--- config.mk ---
export PLATFORM = sky130hd
export DESIGN_NAME = drg_guard
export DESIGN_NICKNAME = d
export VERILOG_FILES = /design/src/design/drg_pkg.sv /design/src/design/drg_dma_lookup.sv /design/src/design/drg_guard.sv
export SDC_FILE = /design/constraint.sdc
export NUM_CORES = 1
export LEC_CHECK = 0
export BUFFER_PORTS_ARGS = -buffer_cell sky130_fd_sc_hd__buf_2
export CAP_MARGIN = 40
export CORE_ASPECT_RATIO = 0.7
export CORE_UTILIZATION = 49
export CTS_CLUSTER_DIAMETER = 200
export DETAILED_ROUTE_END_ITERATION = 7
export GPL_TIMING_DRIVEN = 0
export PLACE_DENSITY = 0.81
export SKIP_CTS_REPAIR_TIMING = 1
export SLEW_MARGIN = 20
export SYNTH_ARGS = -nofsm -noshare
export SYNTH_HDL_FRONTEND = slang
export SYNTH_SLANG_ARGS = --single-unit
--- constraint.sdc ---
create_clock -name CORE_CLK_I -period 2.7 [get_ports CORE_CLK_I]
set_clock_uncertainty 0.2 [all_clocks]
set_input_delay 0.27 -clock CORE_CLK_I [delete_from_list [all_inputs] [get_ports CORE_CLK_I]]
set_output_delay 0.27 -clock CORE_CLK_I [all_outputs]
set_load 0.01 [all_outputs]
--- src/design/drg_pkg.sv ---
// drg_pkg: constants, map and helper functions for the dma region guard
// assumes: 32-bit byte addresses, 8 KB paged regions, 3-bit process ids
package drg_pkg;

   // ----------------------------------------------------------------------
   // dma permission map
   // ----------------------------------------------------------------------
   localparam logic [31:0] DRG_DMA_BASE   = 32'h3FFA_E000;
   localparam logic [31:0] DRG_DMA_TOP    = 32'h3FFF_FFFF;
   localparam int          DRG_BLK_SHIFT  = 13;    // 8 KB blocks
   localparam int          DRG_IDX_MSB    = 18;    // offset bits holding idx
   localparam int          DRG_LOW_W      = 32;
   localparam int          DRG_HIGH_W     = 9;
   localparam int          DRG_BLK_CNT    = 41;    // low + high bits
   localparam logic [31:0] DRG_LOW_RST    = 32'h0000_0000;
   localparam logic [8:0]  DRG_HIGH_RST   = 9'h000;

   // ----------------------------------------------------------------------
   // paged code and data banks
   // ----------------------------------------------------------------------
   localparam logic [31:0] DRG_CODE_BASE  = 32'h4008_0000;
   localparam logic [31:0] DRG_CODE_TOP   = 32'h4009_FFFF;
   localparam logic [31:0] DRG_DATA_BASE  = 32'h3FFC_0000;
   localparam logic [31:0] DRG_DATA_TOP   = 32'h3FFD_FFFF;
   localparam int          DRG_PAGE_LSB   = 13;
   localparam int          DRG_PAGE_MSB   = 16;
   localparam int          DRG_PAGE_W     = 4;

   // ----------------------------------------------------------------------
   // process identities
   // ----------------------------------------------------------------------
   localparam int          DRG_PID_W      = 3;
   localparam logic [2:0]  DRG_PRIV_MAX   = 3'h1;

   // ----------------------------------------------------------------------
   // system register port map
   // ----------------------------------------------------------------------
   localparam int          DRG_SRP_AW     = 8;
   localparam logic [7:0]  DRG_OFS_LOW    = 8'h00;
   localparam logic [7:0]  DRG_OFS_HIGH   = 8'h04;
   localparam logic [7:0]  DRG_OFS_STAT   = 8'h08;
   localparam int          DRG_ST_W       = 3;
   localparam int          DRG_ST_DMA     = 0;     // dma denied
   localparam int          DRG_ST_CPU     = 1;     // cpu access denied
   localparam int          DRG_ST_WRREF   = 2;     // write refused
   localparam logic [2:0]  DRG_ST_RST     = 3'h0;

   // inclusive address window test
   function automatic logic drg_in_range(input logic [31:0] addr,
                                         input logic [31:0] lo,
                                         input logic [31:0] hi);
      return (addr >= lo) && (addr <= hi);
   endfunction : drg_in_range

   // identities 0 and 1 run privileged
   function automatic logic drg_is_priv(input logic [2:0] pid);
      return pid <= DRG_PRIV_MAX;
   endfunction : drg_is_priv

endpackage : drg_pkg

--- src/design/drg_dma_lookup.sv ---
// drg_dma_lookup: maps a dma address onto its permission bit
// assumes: permit vector is {high, low}, block 0 at the lowest address
`timescale 1ns/1ps
module drg_dma_lookup (
   input  wire logic [31:0]                  addr_i,
   input  wire logic [drg_pkg::DRG_BLK_CNT-1:0] permit_i,
   output logic                              in_range_o,
   output logic                              allowed_o
);

   logic [31:0] offset;
   logic [5:0]  idx;

   // ---------------------------------------------------------------------
   // block index
   // ---------------------------------------------------------------------
   // low bits 0..24 data bank, 25..31 and high 0..8 shared bank
   assign offset     = addr_i - drg_pkg::DRG_DMA_BASE;
   assign idx        = offset[drg_pkg::DRG_IDX_MSB:drg_pkg::DRG_BLK_SHIFT];
   assign in_range_o = drg_pkg::drg_in_range(addr_i, drg_pkg::DRG_DMA_BASE,
                                             drg_pkg::DRG_DMA_TOP);

   // only the block bit decides; unguarded space passes untouched
   assign allowed_o  = in_range_o ? permit_i[idx] : 1'b1;

endmodule : drg_dma_lookup

--- src/design/drg_guard.sv ---
// drg_guard: dma region guard and paged ram access check
// assumes: one clock, requests on the same clock, page table looked up
// outside and its verdict and physical page given with each cpu request
//
// Contract
// - code bank over ibus, data bank dbus
// - user ids read only code bank
// - user ids read/write granted data pages
// - ids 0 and 1 get full access
// - one permission bit per 8 KB block
// - dma check ignores process identity
// - set bit allows, cleared bit denies dma
// - low bits 0-24 guard data bank
// - low bits 25-31 guard shared bank
// - high bits 0-8 guard shared bank
// - only ids 0 and 1 write permits
// - permits mapped on system register port
// - ids 0 and 1 map pages flat
`timescale 1ns/1ps
module drg_guard (
   input  wire logic        CORE_CLK_I,
   input  wire logic        SRST_I,
   // system register port
   input  wire logic [7:0]  SRP_ADDR_I,
   input  wire logic        SRP_WR_I,
   input  wire logic        SRP_RD_I,
   input  wire logic [31:0] SRP_WDATA_I,
   input  wire logic [2:0]  SRP_PID_I,
   output logic [31:0]      SRP_RDATA_O,
   output logic             SRP_RVALID_O,
   // dma request
   input  wire logic        DMA_REQ_I,
   input  wire logic [31:0] DMA_ADDR_I,
   input  wire logic        DMA_WE_I,
   output logic             DMA_ACK_O,
   output logic             DMA_START_O,
   output logic             DMA_DENY_O,
   // processor request
   input  wire logic        CPU_REQ_I,
   input  wire logic [31:0] CPU_ADDR_I,
   input  wire logic        CPU_WE_I,
   input  wire logic        CPU_IBUS_I,
   input  wire logic [2:0]  CPU_PID_I,
   input  wire logic        CPU_PAGE_OK_I,
   input  wire logic [3:0]  CPU_MAP_PAGE_I,
   output logic             CPU_ACK_O,
   output logic             CPU_GRANT_O,
   output logic [3:0]       CPU_PHYS_PAGE_O
);

   // ---------------------------------------------------------------------
   // state
   // ---------------------------------------------------------------------
   typedef struct packed {
      logic [31:0] permit_low;
      logic [8:0]  permit_high;
      logic [2:0]  status;
      logic [31:0] rdata;
      logic        rvalid;
      logic        dma_ack;
      logic        dma_start;
      logic        cpu_ack;
      logic        cpu_grant;
      logic [3:0]  phys_page;
   } drg_state_s;

   drg_state_s st_q;
   drg_state_s st_d;

   logic                             dma_in_range;
   logic                             dma_allowed;
   logic [drg_pkg::DRG_BLK_CNT-1:0]  permit_vec;
   logic                             in_code;
   logic                             in_data;
   logic                             cpu_priv;
   logic                             srp_priv;
   logic                             bus_ok;
   logic                             cpu_ok;
   logic [3:0]                       cpu_vpage;
   logic                             dma_unused_we;

   // ---------------------------------------------------------------------
   // dma lookup
   // ---------------------------------------------------------------------
   // dma port carries no identity at all, so none can sway the verdict
   assign permit_vec = {st_q.permit_high, st_q.permit_low};
   assign dma_unused_we = DMA_WE_I; // read and write share one verdict

   drg_dma_lookup u_lookup (
      .addr_i     (DMA_ADDR_I),
      .permit_i   (permit_vec),
      .in_range_o (dma_in_range),
      .allowed_o  (dma_allowed)
   );

   // ---------------------------------------------------------------------
   // processor decode
   // ---------------------------------------------------------------------
   assign in_code   = drg_pkg::drg_in_range(CPU_ADDR_I, drg_pkg::DRG_CODE_BASE,
                                            drg_pkg::DRG_CODE_TOP);
   assign in_data   = drg_pkg::drg_in_range(CPU_ADDR_I, drg_pkg::DRG_DATA_BASE,
                                            drg_pkg::DRG_DATA_TOP);
   assign cpu_priv  = drg_pkg::drg_is_priv(CPU_PID_I);
   assign srp_priv  = drg_pkg::drg_is_priv(SRP_PID_I);
   assign cpu_vpage = CPU_ADDR_I[drg_pkg::DRG_PAGE_MSB:drg_pkg::DRG_PAGE_LSB];

   // code bank only on the instruction bus, data bank only on data bus
   assign bus_ok = in_code ? CPU_IBUS_I : (in_data ? !CPU_IBUS_I : 1'b1);

   // access verdict, checked in order of precedence
   always_comb begin
      if (!in_code && !in_data) begin
         cpu_ok = 1'b1;                       // not a paged region
      end else if (!bus_ok) begin
         cpu_ok = 1'b0;
      end else if (cpu_priv) begin
         cpu_ok = 1'b1;
      end else if (in_code) begin
         cpu_ok = !CPU_WE_I && CPU_PAGE_OK_I;
      end else begin
         cpu_ok = CPU_PAGE_OK_I;
      end
   end

   // ---------------------------------------------------------------------
   // next state
   // ---------------------------------------------------------------------
   always_comb begin
      st_d           = st_q;
      st_d.rvalid    = 1'b0;
      st_d.dma_ack   = DMA_REQ_I;
      st_d.cpu_ack   = CPU_REQ_I;
      // a refused block never sees a start strobe
      st_d.dma_start = DMA_REQ_I && dma_allowed;
      st_d.cpu_grant = CPU_REQ_I && cpu_ok;
      // privileged ids skip translation entirely
      st_d.phys_page = cpu_priv ? cpu_vpage : CPU_MAP_PAGE_I;

      // register writes, privileged ids only
      if (SRP_WR_I && srp_priv) begin
         case (SRP_ADDR_I)
            drg_pkg::DRG_OFS_LOW: begin
               st_d.permit_low = SRP_WDATA_I;
            end
            drg_pkg::DRG_OFS_HIGH: begin
               // upper word bits have no block behind them and drop here
               st_d.permit_high =
                  SRP_WDATA_I[drg_pkg::DRG_HIGH_W-1:0];
            end
            drg_pkg::DRG_OFS_STAT: begin
               st_d.status = st_q.status & ~SRP_WDATA_I[drg_pkg::DRG_ST_W-1:0];
            end
            default: begin
            end
         endcase
      end

      // sticky events after the clear so that a set wins
      if (DMA_REQ_I && !dma_allowed) begin
         st_d.status[drg_pkg::DRG_ST_DMA] = 1'b1;
      end
      if (CPU_REQ_I && !cpu_ok) begin
         st_d.status[drg_pkg::DRG_ST_CPU] = 1'b1;
      end
      if (SRP_WR_I && !srp_priv) begin
         st_d.status[drg_pkg::DRG_ST_WRREF] = 1'b1;
      end

      // reads are open to every id; unmapped offsets read zero
      if (SRP_RD_I) begin
         st_d.rvalid = 1'b1;
         case (SRP_ADDR_I)
            drg_pkg::DRG_OFS_LOW: begin
               st_d.rdata = st_q.permit_low;
            end
            drg_pkg::DRG_OFS_HIGH: begin
               st_d.rdata = {23'h000000, st_q.permit_high};
            end
            drg_pkg::DRG_OFS_STAT: begin
               st_d.rdata = {29'h00000000, st_q.status};
            end
            default: begin
               st_d.rdata = 32'h0000_0000;
            end
         endcase
      end

      if (SRST_I) begin
         st_d             = '0;
         st_d.permit_low  = drg_pkg::DRG_LOW_RST;  // all blocks closed
         st_d.permit_high = drg_pkg::DRG_HIGH_RST;
         st_d.status      = drg_pkg::DRG_ST_RST;
      end
   end

   // ---------------------------------------------------------------------
   // registers
   // ---------------------------------------------------------------------
   always_ff @(posedge CORE_CLK_I) begin
      st_q <= st_d;
   end

   // outputs straight from flip-flops, except DMA_DENY_O gated from two of them
   assign SRP_RDATA_O     = st_q.rdata;
   assign SRP_RVALID_O    = st_q.rvalid;
   assign DMA_ACK_O       = st_q.dma_ack;
   assign DMA_START_O     = st_q.dma_start;
   assign DMA_DENY_O      = st_q.dma_ack && !st_q.dma_start;
   assign CPU_ACK_O       = st_q.cpu_ack;
   assign CPU_GRANT_O     = st_q.cpu_grant;
   assign CPU_PHYS_PAGE_O = st_q.phys_page;
endmodule : drg_guard

# Yosys cells after proc, flatten, opt, wreduce, memory -nomap -nowiden
# Index checks and enable logic that the tools add are counted.
[classes]
n_addsub = 1
n_lt_le_gt_ge = 9
n_eq_ne = 2
n_mux = 17
bitwise_logic = 2
n_reduce_logical = 32
[op_table]
columns = ["op", "count"]
rows = [
  ["case mux 32 bit (3 select lines)", 1],
  [">= comparator 32 x 30 -> 1 bit (second input constant)", 2],
  ["<= comparator 32 x 30 -> 1 bit (second input constant)", 2],
  [">= comparator 32 x 31 -> 1 bit (second input constant)", 1],
  ["<= comparator 32 x 31 -> 1 bit (second input constant)", 1],
  ["subtractor 19 x 18 -> 19 bit (second input constant)", 1],
  ["logical AND 1 bit", 12],
  ["2-to-1 mux 1 bit", 12],
  ["nonzero test 2 bit", 6],
  ["AND reduction 2 bit", 5],
  ["equality test 8 x 3 -> 1 bit (second input constant)", 1],
  ["equality test 8 x 4 -> 1 bit (second input constant)", 1],
  ["logical NOT 1 bit", 8],
  ["logical NOT 8 bit", 1],
  ["< comparator 6 x 7 -> 1 bit (second input constant)", 1],
  ["binary-select mux 1 bit (select 6 bit)", 1],
  ["<= comparator 3 x 1 -> 1 bit (second input constant)", 2],
  ["2-to-1 mux 3 bit", 2],
  ["2-to-1 mux 4 bit", 1],
  ["bitwise AND 3 bit", 1],
  ["NOT 3 bit", 1],
]
[word_totals]
reg_bits = 85
inputBits = 124
out_inout_bits = 42

# Depth between registers and ports, before layout
# Gate-level depths: netlist of the first run.
[depth]
ltp_word = 10
depth_mapped = 8
depth_no_buf = 7

# Cells and area by module
# From an unflattened synthesis of the first run, not the netlist that was laid out.
[unflattened]
hier_cells = 472
area_unflattened_um2 = 4315.4
[modules_own_cells]
columns = ["module", "instances", "cells_per_inst", "area_per_inst_um2", "seq_area_each_um2"]
rows = [
  ["drg_guard", 1, 426, 3784.9, 1701.6],
  ["drg_dma_lookup", 1, 46, 530.5, 0.0],
]

# Worst setup path before layout of the first run
# OpenSTA, ideal clock, no wires.
[synth_path]
path_type = "input-to-reg"
start = "in DMA_ADDR_I[13]"
end = "reg st_q (netlist bit DMA_START_O)"
setup_time_ns = 0.120
arrival_time_ns = 1.935
required_time_ns = 2.380
slack_ns = 0.445
cell_stages = 7
path_cell_list = "ha_1 > mux4_2 > mux2i_1 > nor3_1 > nor3_2 > o211ai_2 > o31a_1"
[synth_between]
elab_chain_cells = 5
word_cells_on_any_way = 8
cone_classes = "add/sub: 1; order compare: 2; mux: 3; reduce/logical: 2"
[synth_lines]
columns = ["element", "line", "text"]
rows = [
  ["from (decl)", "drg_guard.sv:33", "input wire logic [31:0] DMA_ADDR_I,"],
  ["subtractor 19 x 18 -> 19 bit", "drg_dma_lookup.sv:18", "assign offset = addr_i - drg_pkg::DRG_DMA_BASE;"],
  ["binary-select mux 1 bit (select 6 bit)", "drg_dma_lookup.sv:24", "assign allowed_o = in_range_o ? permit_i[idx] : 1'b1;"],
  ["2-to-1 mux 1 bit (not written as such)", "drg_dma_lookup.sv:24", ""],
  ["2-to-1 mux 1 bit *", "drg_dma_lookup.sv:24", ""],
  ["logical AND 1 bit *", "drg_guard.sv:134", "st_d.dma_start = DMA_REQ_I && dma_allowed;"],
  ["to (signal assigned)", "drg_guard.sv:200", "st_q <= st_d;"],
  ["to (decl)", "drg_guard.sv:67", "drg_state_s st_q;"],
]
# Every way passes the cells marked *; elsewhere a longest branch is shown, timed or not. The select of a mux whose other input is x is not followed.
# A chain may end at the register's enable or synchronous reset.

# Worst setup path in the final report of the first run
# Ends and elaborated chain as after synthesis.

==> qor.csv, run 1 <==
stage,metric,value,unit
logic_synthesis,synth_top_cell_by_area,dfxtp_1,
route,dr.pass1.iters,7,
sta,tns,0,ns
logic_synthesis,ys_ff_latch,85,
power,leakage,2.385,nW
setup_path,worst_ep_arrival_time,2.37,ns
global_route,met2_usage,42.50,%
global_route,busiest_layer,met2,
setup_path,end_kind,flop,
sta,relSlewSlack,47.51,%
run_status,status,"complete, but fails checks",
logic_synthesis,yosysSeqAreaShare,41.34,%
clock_tree,cts_root_buffer,clkbuf_16,
place,dp.cells,744,
logic_synthesis,synthArstFlopShare,0,%
logic_synthesis,synthCells,507,
place,gp_congestion,0.8678,
sta,fmax,427.7,MHz
logic_synthesis,yosys.cell_types.count,48,
floorplanning,fp.dieW,111.6,microns
logic_synthesis,yosys_warnings,0,
logic_synthesis,synth.most_common_cell,nand2_1,
clock_tree,cts_buffer_depth,2,
sta,finalHoldViolations,19,
setup_path,worstSetupStartpointType,input port,
place,dpl_worst_slack,0.02134,ns
setup_path,required,2.73,ns
cells_and_area,fin_nets,798,
cells_and_area,layout-drive-gt1-share,30.47,%
clock_tree,clock_sinks,85,
global_route,use_met1,32.43,%
sta,post-route-min-period,2.338,ns
setup_path,critical_path_class,input port to flop,
sta,rsz0062_at_grt,false,
route,wl_per_cell,14.60,microns
clock_tree,cts.htree.levels,3,
sta,tightest_slew,0.7814,ns
floorplanning,std_cell_rows,27,
cells_and_area,nFillCells,692,
floorplanning,core,8006,sq um
global_route,grt_antenna_before_repair,0,
run_status,failed_checks,"DRC, hold timing",
logic_synthesis,synth_nets,632,
floorplanning,start_util,51.41,%
logic_synthesis,avgSynthCellArea,8.119,sq um
logic_synthesis,ys.flop_type,dfxtp_1,
run,maxCapViolations,0,
power,power.density,488.6,nW/um^2
global_route,grt_max_degree,13,
route,ant_nets,0,
cells_and_area,insertedDiodeCount,0,
logic_synthesis,synth_common_cells,"94 x nand2_1, 85 x dfxtp_1, 73 x a21oi_1, 52 x nor2_1, 37 x nor2b_1",
floorplanning,io_pins,166,
route,drc_errors,8,
clock_tree,tritoncts,built,
global_route,grt_pass1_vias,3804,
clock_tree,clkLatencyLatePin,0.34,ns
power,ir_drop,0.0002621,V
route,drtIter0Drc,204,
global_route,gr-total-overflow,0,
sta,final.period_utilization,86.59,%
sta,slew_viol_final,0,
cells_and_area,fin_cells,777,
sta,whs,-0.01902,ns
route,drt-total-wl,11350,microns
floorplanning,die_height,78.69,microns
clock_tree,cts_buffers,9,
sta,setup_viol,0,
route,vias_per_cell,5.296,
place,port_buffers,136,
floorplanning,die_area,8777,sq um
logic_synthesis,synth-edff-count,0,
route,vias,4115,
logic_synthesis,synth_area_leaders,"dfxtp_1 41%, a21oi_1 8.9%, nand2_1 8.6%, buf_4 6.6%, nor2b_1 5.6%",
setup_path,path_max_fanout,10,
min_path,hold_class,input port to flop,
global_route,grt_use_met3,8.031,%
sta,setup_slack,0.3620,ns
cells_and_area,final_core_util,66.96,%
clock_tree,clk_pin_slew,0.06,ns
global_route,grt_pass1_wl,17650,microns
cells_and_area,area_growth,30.24,%
logic_synthesis,synth_top_area_share,41.34,%
global_route,grt_usage,26.09,%
logic_synthesis,synth_area,4116,sq um
place,dp_hpwl,8488,microns
[critical path, cell delays in order]
cell and delay (ns):
buf_2 0.14, ha_1 0.47, clkbuf_8 0.25, mux4_2 0.30, mux2i_1 0.19, nor3_1 0.08
nor3_2 0.21, o211ai_2 0.14, o31a_1 0.32
[stage by stage]
stage | hold WS, ns | total power, mW | instance area [sq um]
3_3_place_gp | 0.2428 | 1.537 | 4923
4_1_cts | -0.04034 | 2.604 | 5171
6_report | -0.01902 | 2.619 | 5361
2_1_floorplan | 0.2060 | 1.417 | 4116
3_5_place_dp | 0.2612 | 1.542 | 4923
5_1_grt | 0.002311 | 2.696 | 5361
[final cells by class]
| type | count | area [sq um] | share of cell area, % |
|---|---|---|---|
| timing repair buffer | 155 | 870.8 | 16.24 |
| multi-input combinational | 357 | 2016 | 37.60 |
| tap | 101 | 126.4 | 2.357 |
| clock inverter | 3 | 15.01 | 0.2800 |
| sequential | 85 | 1702 | 31.74 |
| inverter | 2 | 7.507 | 0.1400 |
| buffer | 63 | 391.6 | 7.305 |
| clock buffer | 11 | 232.7 | 4.341 |
[cells in the final DEF, fill, tap and decap left out, types with 3 or more instances in the layout]
master | Yosys | routed
buf_4 | 36 | 36
nand2_1 | 94 | 94
buf_2 | 2 | 138
dfxtp_1 | 85 | 85
nor2_1 | 52 | 52
nand3_1 | 7 | 7
nor2b_1 | 37 | 37
clkinv_2 | 0 | 3
nor4_1 | 3 | 3
nand4b_1 | 3 | 3
o21ai_0 | 9 | 9
nor3_1 | 4 | 4
a21oi_1 | 73 | 73
mux4_2 | 3 | 3
dlygate4sd3_1 | 0 | 19
mux2i_1 | 17 | 17
clkbuf_1 | 23 | 25
mux2_2 | 6 | 6
clkbuf_16 | 0 | 9
nand4_1 | 15 | 15
[flip-flops by register name, indices dropped and copies added (netlist names)]
| name | cells |
|---|---|
| SRP_RVALID_O | 1 |
| SRP_RDATA_O | 32 |
| CPU_PHYS_PAGE_O | 4 |
| permit_vec | 41 |
| st_q | 3 |
| DMA_START_O | 1 |
| DMA_ACK_O | 1 |
| CPU_GRANT_O | 1 |
| CPU_ACK_O | 1 |
[layer usage]
layer	wire, microns	share of wire, %
met1	4961	44
met3	994	8.8
met2	5134	45
met5	0	0
met4	257	2.3
[power breakdown]
part	leakage [nW]	internal (mW)	switching (mW)
Sequential	0.687	1.26	0.00295
Clock	0.125	0.608	0.473
Combinational	1.57	0.127	0.146
Total	2.38	2.00	0.621
[kinds of logic (layout without fill, tap and decap cells)]
| logic type | count (synthesis) | after routing | share of synthesized area, % |
|---|---|---|---|
| mux | 27 | 27 | 8.055 |
| flops | 85 | 85 | 41.34 |
| buf+inv | 65 | 234 | 9.696 |
| xor+xnor | 5 | 5 | 1.520 |
| simple gates | 233 | 233 | 27.20 |
| compound gates | 91 | 91 | 11.88 |
| fa+ha+maj | 1 | 1 | 0.3039 |
[path summary, 6_finish.rpt]
check	slack, ns	endpoint	cells after the start	start
setup / recovery	0.36	DMA_START_O	9	DMA_ADDR_I[13]
hold / removal	-0.02	permit_vec[31]	3	SRP_WDATA_I[31]
setup reg to reg	0.64	DMA_START_O	6	permit_vec[26]
hold reg to reg	0.26	st_q[43]	2	st_q[43]
Power figures use the tool's default switching activity.
==> run 2: changes to the inputs <==
--- a/config.mk
+++ b/config.mk
@@ -11,7 +11,6 @@
 export CORE_UTILIZATION = 49
 export CTS_CLUSTER_DIAMETER = 200
 export DETAILED_ROUTE_END_ITERATION = 7
-export GPL_TIMING_DRIVEN = 0
 export PLACE_DENSITY = 0.81
 export SKIP_CTS_REPAIR_TIMING = 1
 export SLEW_MARGIN = 20
==> qor.csv, run 2 (synthesis gave the netlist of run 1 again) <==
stage,metric,value,unit,change
cells_and_area,final_common_cell,buf_2,,unchanged
place,port_buffers,136,,unchanged
route,ant_nets,0,,unchanged
run_status,status,"complete, but fails checks",,unchanged
run_status,failed_checks,"DRC, hold timing",,unchanged
setup_path,critical_path_class,input port to flop,,unchanged
place,gp_congestion,0.8904,,was 0.8678
cells_and_area,final_cell_mix,"136 x buf_2, 94 x nand2_1, 85 x dfxtp_1",,"was 138 x buf_2, 94 x nand2_1, 85 x dfxtp_1"
floorplanning,start_util,51.41,%,unchanged
global_route,grt_use_met3,7.336,%,was 8.031%
power,ir_drop,0.0003592,V,was 0.0002621 V
global_route,grt_usage,25.43,%,was 26.09%
setup_path,slowest_stage,o31a_1,,was ha_1
place,dp_hpwl,7817,microns,was 8488 microns
sta,whs,-0.02211,ns,was -0.01902 ns
setup_path,cp_top_family,multiplexers,,unchanged
clock_tree,clock_sinks,85,,unchanged
global_route,use_met1,31.38,%,was 32.43%
sta,relSlewSlack,61.33,%,was 47.51%
clock_tree,cts.htree.levels,3,,unchanged
cells_and_area,area_growth,24.77,%,was 30.24%
setup_path,worstSetupStartpointType,input port,,unchanged
global_route,grt_max_degree,33,,was 13
route,wl_per_cell,15.12,microns,was 14.60 microns
setup_path,path_cells,buf_2 > ha_1 > buf_4 > mux4_2 > mux2i_1 > nor3_1 > nor3_2 > o211ai_2 > o31a_1,,was buf_2 > ha_1 > clkbuf_8 > mux4_2 > mux2i_1 > nor3_1 > nor3_2 > o211ai_2 > o31a_1
floorplanning,core,8006,sq um,unchanged
sta,final.period_utilization,76.98,%,was 86.59%
sta,rsz0062_at_grt,false,,unchanged
min_path,hold_class,input port to flop,,unchanged
run,maxCapViolations,0,,unchanged
setup_path,worst_ep_arrival_time,2.11,ns,was 2.37 ns
sta,setup_viol,0,,unchanged
cells_and_area,final_core_util,64.15,%,was 66.96%
clock_tree,cts_buffer_depth,2,,unchanged
sta,tightest_slew,0.5800,ns,was 0.7814 ns
sta,finalHoldViolations,11,,was 19
sta,post-route-min-period,2.078,ns,was 2.338 ns
setup_path,required,2.73,ns,about the same
global_route,grt_pass1_vias,3722,,"was 3,804"
route,drc_errors,8,,unchanged
global_route,gr-total-overflow,0,,unchanged
sta,fmax,481.1,MHz,was 427.7 MHz
cells_and_area,largest_register_ffs,41,,unchanged
cells_and_area,layout-drive-gt1-share,29.55,%,was 30.47%
route,drt-total-wl,10990,microns,"was 11,350 microns"
sta,tns,0,ns,unchanged
global_route,grt_pass1_wl,17530,microns,"was 17,650 microns"
floorplanning,std_cell_rows,27,,unchanged
route,vias_per_cell,5.374,,was 5.296
cells_and_area,insertedDiodeCount,0,,unchanged
route,dr.pass1.iters,7,,unchanged
global_route,grt_antenna_before_repair,0,,unchanged
setup_path,end_kind,flop,,unchanged
clock_tree,tritoncts,built,,unchanged
clock_tree,clk_pin_slew,0.06,ns,about the same
setup_path,path_max_fanout,13,,was 10
global_route,busiest_layer,met2,,unchanged
setup_path,crit_path_max_incr_delay,0.32,ns,was 0.47 ns
floorplanning,die_height,78.69,microns,unchanged
clock_tree,cts_buffers,9,,unchanged
floorplanning,die_area,8777,sq um,unchanged
route,vias,3907,,"was 4,115"
clock_tree,clkLatencyLatePin,0.34,ns,about the same
route,drtIter0Drc,264,,was 204
clock_tree,cts_root_buffer,clkbuf_16,,unchanged
floorplanning,fp.dieW,111.6,microns,unchanged
power,power.density,557.8,nW/um^2,was 488.6 nW/um^2
power,leakage,2.235,nW,was 2.385 nW
sta,slew_viol_final,0,,unchanged
floorplanning,io_pins,166,,unchanged
cells_and_area,fin_nets,746,,was 798
setup_path,path_buf_inv,2,,unchanged
global_route,met2_usage,42.56,%,was 42.50%
## run 2: worst paths after layout
kind | startpoint | endpoint | slack [ns] | cells after the start
setup / recovery | DMA_ADDR_I[14] | DMA_START_O | 0.62 | 9
hold / removal | SRP_WDATA_I[15] | permit_vec[15] | -0.02 | 3
setup reg to reg | permit_vec[29] | DMA_START_O | 0.71 | 6
hold reg to reg | st_q[42] | st_q[42] | 0.26 | 2
## run 2: stage by stage
stage | area, sq um | hold WS (ns) | power [mW] | worst slack (ns) | cells
2_1_floorplan | 4116 | 0.2060 | 1.417 | 0.4449 | 507
3_3_place_gp | 4651 | 0.2490 | 1.528 | 0.3172 | 695
3_5_place_dp | 4651 | 0.2573 | 1.534 | 0.2710 | 695
4_1_cts | 4976 | -0.03899 | 2.863 | 0.6249 | 711
5_1_grt | 5136 | 0.001104 | 2.958 | 0.4922 | 727
6_report | 5136 | -0.02211 | 2.865 | 0.6216 | 727
## run 2: worst reg2reg max path: stages, from the launching register on
cell and delay, ns:
dfxtp_1 0.34, mux4_2 0.45, mux2i_1 0.16, nor3_1 0.07
nor3_2 0.19, o211ai_2 0.14, o31a_1 0.32
## run 2: report_power, final
part	switching, mW	internal [mW]
Clock	0.503	0.833
Combinational	0.140	0.122
Sequential	0.00330	1.26
## run 2: metal layers
| layer | up-vias | share of wire (%) |
|---|---|---|
| met2 | 188 | 47 |
| li1 | 1909 | - |
| met5 | - | 0 |
| met1 | 1793 | 43 |
| met4 | 0 | 1.5 |
| met3 | 17 | 8.6 |
## run 2: final cells by class
type / instances / area (sq um)
Clock buffer: 10 / 239.0
Clock inverter: 6 / 86.33
Fill cell: 679 / 2870
Inverter: 2 / 7.507
Multi-Input combinational cell: 357 / 2029
Sequential cell: 85 / 1702
Tap cell: 101 / 126.4
Timing Repair Buffer: 166 / 945.9
==> run 3: changes to the inputs <==
--- a/config.mk
+++ b/config.mk
@@ -5,13 +5,14 @@
 export SDC_FILE = /design/constraint.sdc
 export NUM_CORES = 1
 export LEC_CHECK = 0
+export ABC_AREA = 1
 export BUFFER_PORTS_ARGS = -buffer_cell sky130_fd_sc_hd__buf_2
 export CAP_MARGIN = 40
 export CORE_ASPECT_RATIO = 0.7
-export CORE_UTILIZATION = 49
+export CORE_UTILIZATION = 44
 export CTS_CLUSTER_DIAMETER = 200
 export DETAILED_ROUTE_END_ITERATION = 7
-export PLACE_DENSITY = 0.81
+export PLACE_DENSITY = 0.77
 export SKIP_CTS_REPAIR_TIMING = 1
 export SLEW_MARGIN = 20
 export SYNTH_ARGS = -nofsm -noshare
==> constraint.sdc (replaced) <==
create_clock -name CORE_CLK_I -period 1.79 [get_ports CORE_CLK_I]
set_clock_uncertainty 0.2 [all_clocks]
set_input_delay 0.179 -clock CORE_CLK_I [delete_from_list [all_inputs] [get_ports CORE_CLK_I]]
set_output_delay 0.179 -clock CORE_CLK_I [all_outputs]
set_load 0.01 [all_outputs]
==> qor.csv, run 3 <==
stage,metric,value,unit,change
run_status,status,"complete, but fails checks",,unchanged
run_status,failed_checks,hold timing,,"was DRC, hold timing"
cells_and_area,final_cell_mix,"136 x buf_2, 113 x nand2_1, 85 x dfxtp_1",,"was 136 x buf_2, 94 x nand2_1, 85 x dfxtp_1"
global_route,grt_pass1_wl,17490,microns,"was 17,530 microns"
global_route,grt_antenna_before_repair,0,,unchanged
setup_path,worst_ep_arrival_time,1.64,ns,was 2.11 ns
sta,relSlewSlack,66.69,%,was 61.33%
global_route,grt_max_degree,60,,was 33
clock_tree,clk_pin_slew,0.06,ns,about the same
setup_path,critical_path_class,input port to flop,,unchanged
cells_and_area,fin_cells,855,,was 727
logic_synthesis,synthCells,578,,was 507
logic_synthesis,synth_area,4116,sq um,unchanged
floorplanning,fp.dieW,117.6,microns,was 111.6 microns
cells_and_area,largest_register_ffs,41,,unchanged
power,power.density,827.7,nW/um^2,was 557.8 nW/um^2
logic_synthesis,ys_ff_latch,85,,unchanged
place,gp_congestion,0.9223,,was 0.8904
cells_and_area,seqCellArea,1702,sq um,unchanged
route,vias,4212,,"was 3,907"
logic_synthesis,ys.flop_type,dfxtp_1,,unchanged
clock_tree,cts_root_buffer,clkbuf_16,,unchanged
logic_synthesis,synth.most_common_cell,nand2_1,,unchanged
logic_synthesis,synth_top_area_share,41.34,%,unchanged
global_route,gr-total-overflow,0,,unchanged
sta,slew_viol_final,0,,unchanged
setup_path,worstSetupStartpointType,input port,,unchanged
floorplanning,core,9071,sq um,was 8006 sq um
logic_synthesis,synth_top_cell_by_area,dfxtp_1,,unchanged
logic_synthesis,synthArstFlopShare,0,%,unchanged
logic_synthesis,synth_common_cells,"113 x nand2_1, 85 x dfxtp_1, 75 x a21oi_1, 70 x o21ai_0, 55 x inv_1",,"was 94 x nand2_1, 85 x dfxtp_1, 73 x a21oi_1, 52 x nor2_1, 37 x nor2b_1"
cells_and_area,area_growth,33.01,%,was 24.77%
floorplanning,start_util,45.38,%,was 51.41%
place,port_buffers,136,,unchanged
setup_path,path_max_fanout,4,,was 13
cells_and_area,multi_input_area,1782,sq um,was 2029 sq um
sta,fmax,639.8,MHz,
clock_tree,tritoncts,built,,unchanged
logic_synthesis,yosys_warnings,0,,unchanged
sta,finalHoldViolations,4,,was 11
cells_and_area,insertedDiodeCount,0,,unchanged
place,dp_hpwl,7813,microns,was 7817 microns
clock_tree,cts_buffers,9,,unchanged
sta,tightest_slew,0.4996,ns,was 0.5800 ns
logic_synthesis,synth_area_leaders,"dfxtp_1 41%, nand2_1 10%, a21oi_1 9.1%, o21ai_0 8.5%, buf_4 6.6%",,"was dfxtp_1 41%, a21oi_1 8.9%, nand2_1 8.6%, buf_4 6.6%, nor2b_1 5.6%"
route,vias_per_cell,4.926,,was 5.374
sta,whs,-0.04093,ns,was -0.02211 ns
power,leakage,2.507,nW,was 2.235 nW
floorplanning,die_area,9752,sq um,was 8777 sq um
clock_tree,cts.htree.levels,3,,unchanged
global_route,grt_usage,22.19,%,was 25.43%
min_path,hold_class,input port to flop,,unchanged
cells_and_area,final_common_cell,buf_2,,unchanged
sta,final.period_utilization,87.32,%,
clock_tree,clock_sinks,85,,unchanged
route,ant_nets,0,,unchanged
logic_synthesis,yosys.cell_types.count,33,,was 48
sta,post-route-min-period,1.563,ns,
run,maxCapViolations,0,,unchanged
place,dpl_worst_slack,0.008395,ns,was 0.2710 ns
cells_and_area,layout-drive-gt1-share,25.44,%,was 29.55%
logic_synthesis,synth_nets,703,,was 632
route,drtIter0Drc,272,,was 264
power,ir_drop,0.0007266,V,was 0.0003592 V
logic_synthesis,synth-edff-count,0,,unchanged
route,dr.pass1.iters,4,,was 7
floorplanning,io_pins,166,,unchanged
sta,rsz0062_at_grt,false,,unchanged
clock_tree,clkLatencyLatePin,0.35,ns,was 0.34 ns
cells_and_area,fin_nets,851,,was 746
cells_and_area,nFillCells,870,,was 679
logic_synthesis,yosysSeqAreaShare,41.34,%,unchanged
global_route,grt_pass1_vias,3941,,"was 3,722"
route,wl_per_cell,12.78,microns,was 15.12 microns
place,dp.cells,798,,was 695
sta,setup_slack,0.2270,ns,was 0.6216 ns
setup_path,required,1.87,ns,was 2.73 ns
route,drc_errors,0,,was 8
logic_synthesis,avgSynthCellArea,7.122,sq um,was 8.119 sq um
route,drt-total-wl,10930,microns,"was 10,990 microns"
sta,tns,0,ns,unchanged
floorplanning,std_cell_rows,29,,was 27
sta,setup_viol,0,,unchanged
floorplanning,die_height,82.93,microns,was 78.69 microns
clock_tree,cts_buffer_depth,2,,unchanged
setup_path,end_kind,flop,,unchanged
[run 3: worst paths after layout]
| check | from | end | slack [ns] | cells after the start |
|---|---|---|---|---|
| setup / recovery | SRP_WR_I | st_q[43] | 0.23 | 5 |
| hold / removal | SRP_WDATA_I[20] | permit_vec[20] | -0.04 | 3 |
| setup reg to reg | permit_vec[36] | st_q[41] | 0.43 | 9 |
| hold reg to reg | permit_vec[28] | SRP_RDATA_O[28] | 0.26 | 2 |
[run 3: logic make-up after synthesis]
logic type / synth area share, %
adders and majority gates: 0.3039
and+or+nand+nor: 22.86
xor gates and xnor gates: 0.8512
DFF: 41.34
buffers and inverters: 15.38
AOI/OAI and AO/OA: 19.27
[run 3: final cells by class]
type / count / share of cell area [%]
Inverter: 60 / 4.159
Timing Repair Buffer: 201 / 23.45
Multi-Input combinational cell: 369 / 32.54
Clock buffer: 11 / 4.433
Clock inverter: 5 / 1.508
Sequential cell: 85 / 31.08
Tap cell: 124 / 2.834
[run 3: critical path: stages]
cell           delay (ns)
buf_2                0.12
dlygate4sd3_1        0.55
o21ai_0              0.08
dlygate4sd3_1        0.56
a21oi_1              0.15
[run 3: stage by stage]
stage / util [%] / total power [mW] / cell area, sq um
2_1_floorplan: - / 2.269 / 4116
3_3_place_gp: 52.25 / 2.459 / 4740
3_5_place_dp: 52.25 / 2.473 / 4740
4_1_cts: 55.83 / 4.493 / 5065
5_1_grt: 60.36 / 4.725 / 5475
6_report: 60.36 / 4.532 / 5475
[run 3: power breakdown]
part           total [mW]  internal [mW]  switching (mW)
logic               0.561          0.279           0.282
clock network        2.02           1.26           0.759
registers            1.95           1.93          0.0156
[run 3: layer usage]
layer,vias up,global-route usage (%),routed length [microns]
met2,125,35.24,5078
met1,1915,28.40,5009
li1,2152,-,-
met3,20,5.151,591
met4,0,10.84,249
met5,-,0,0
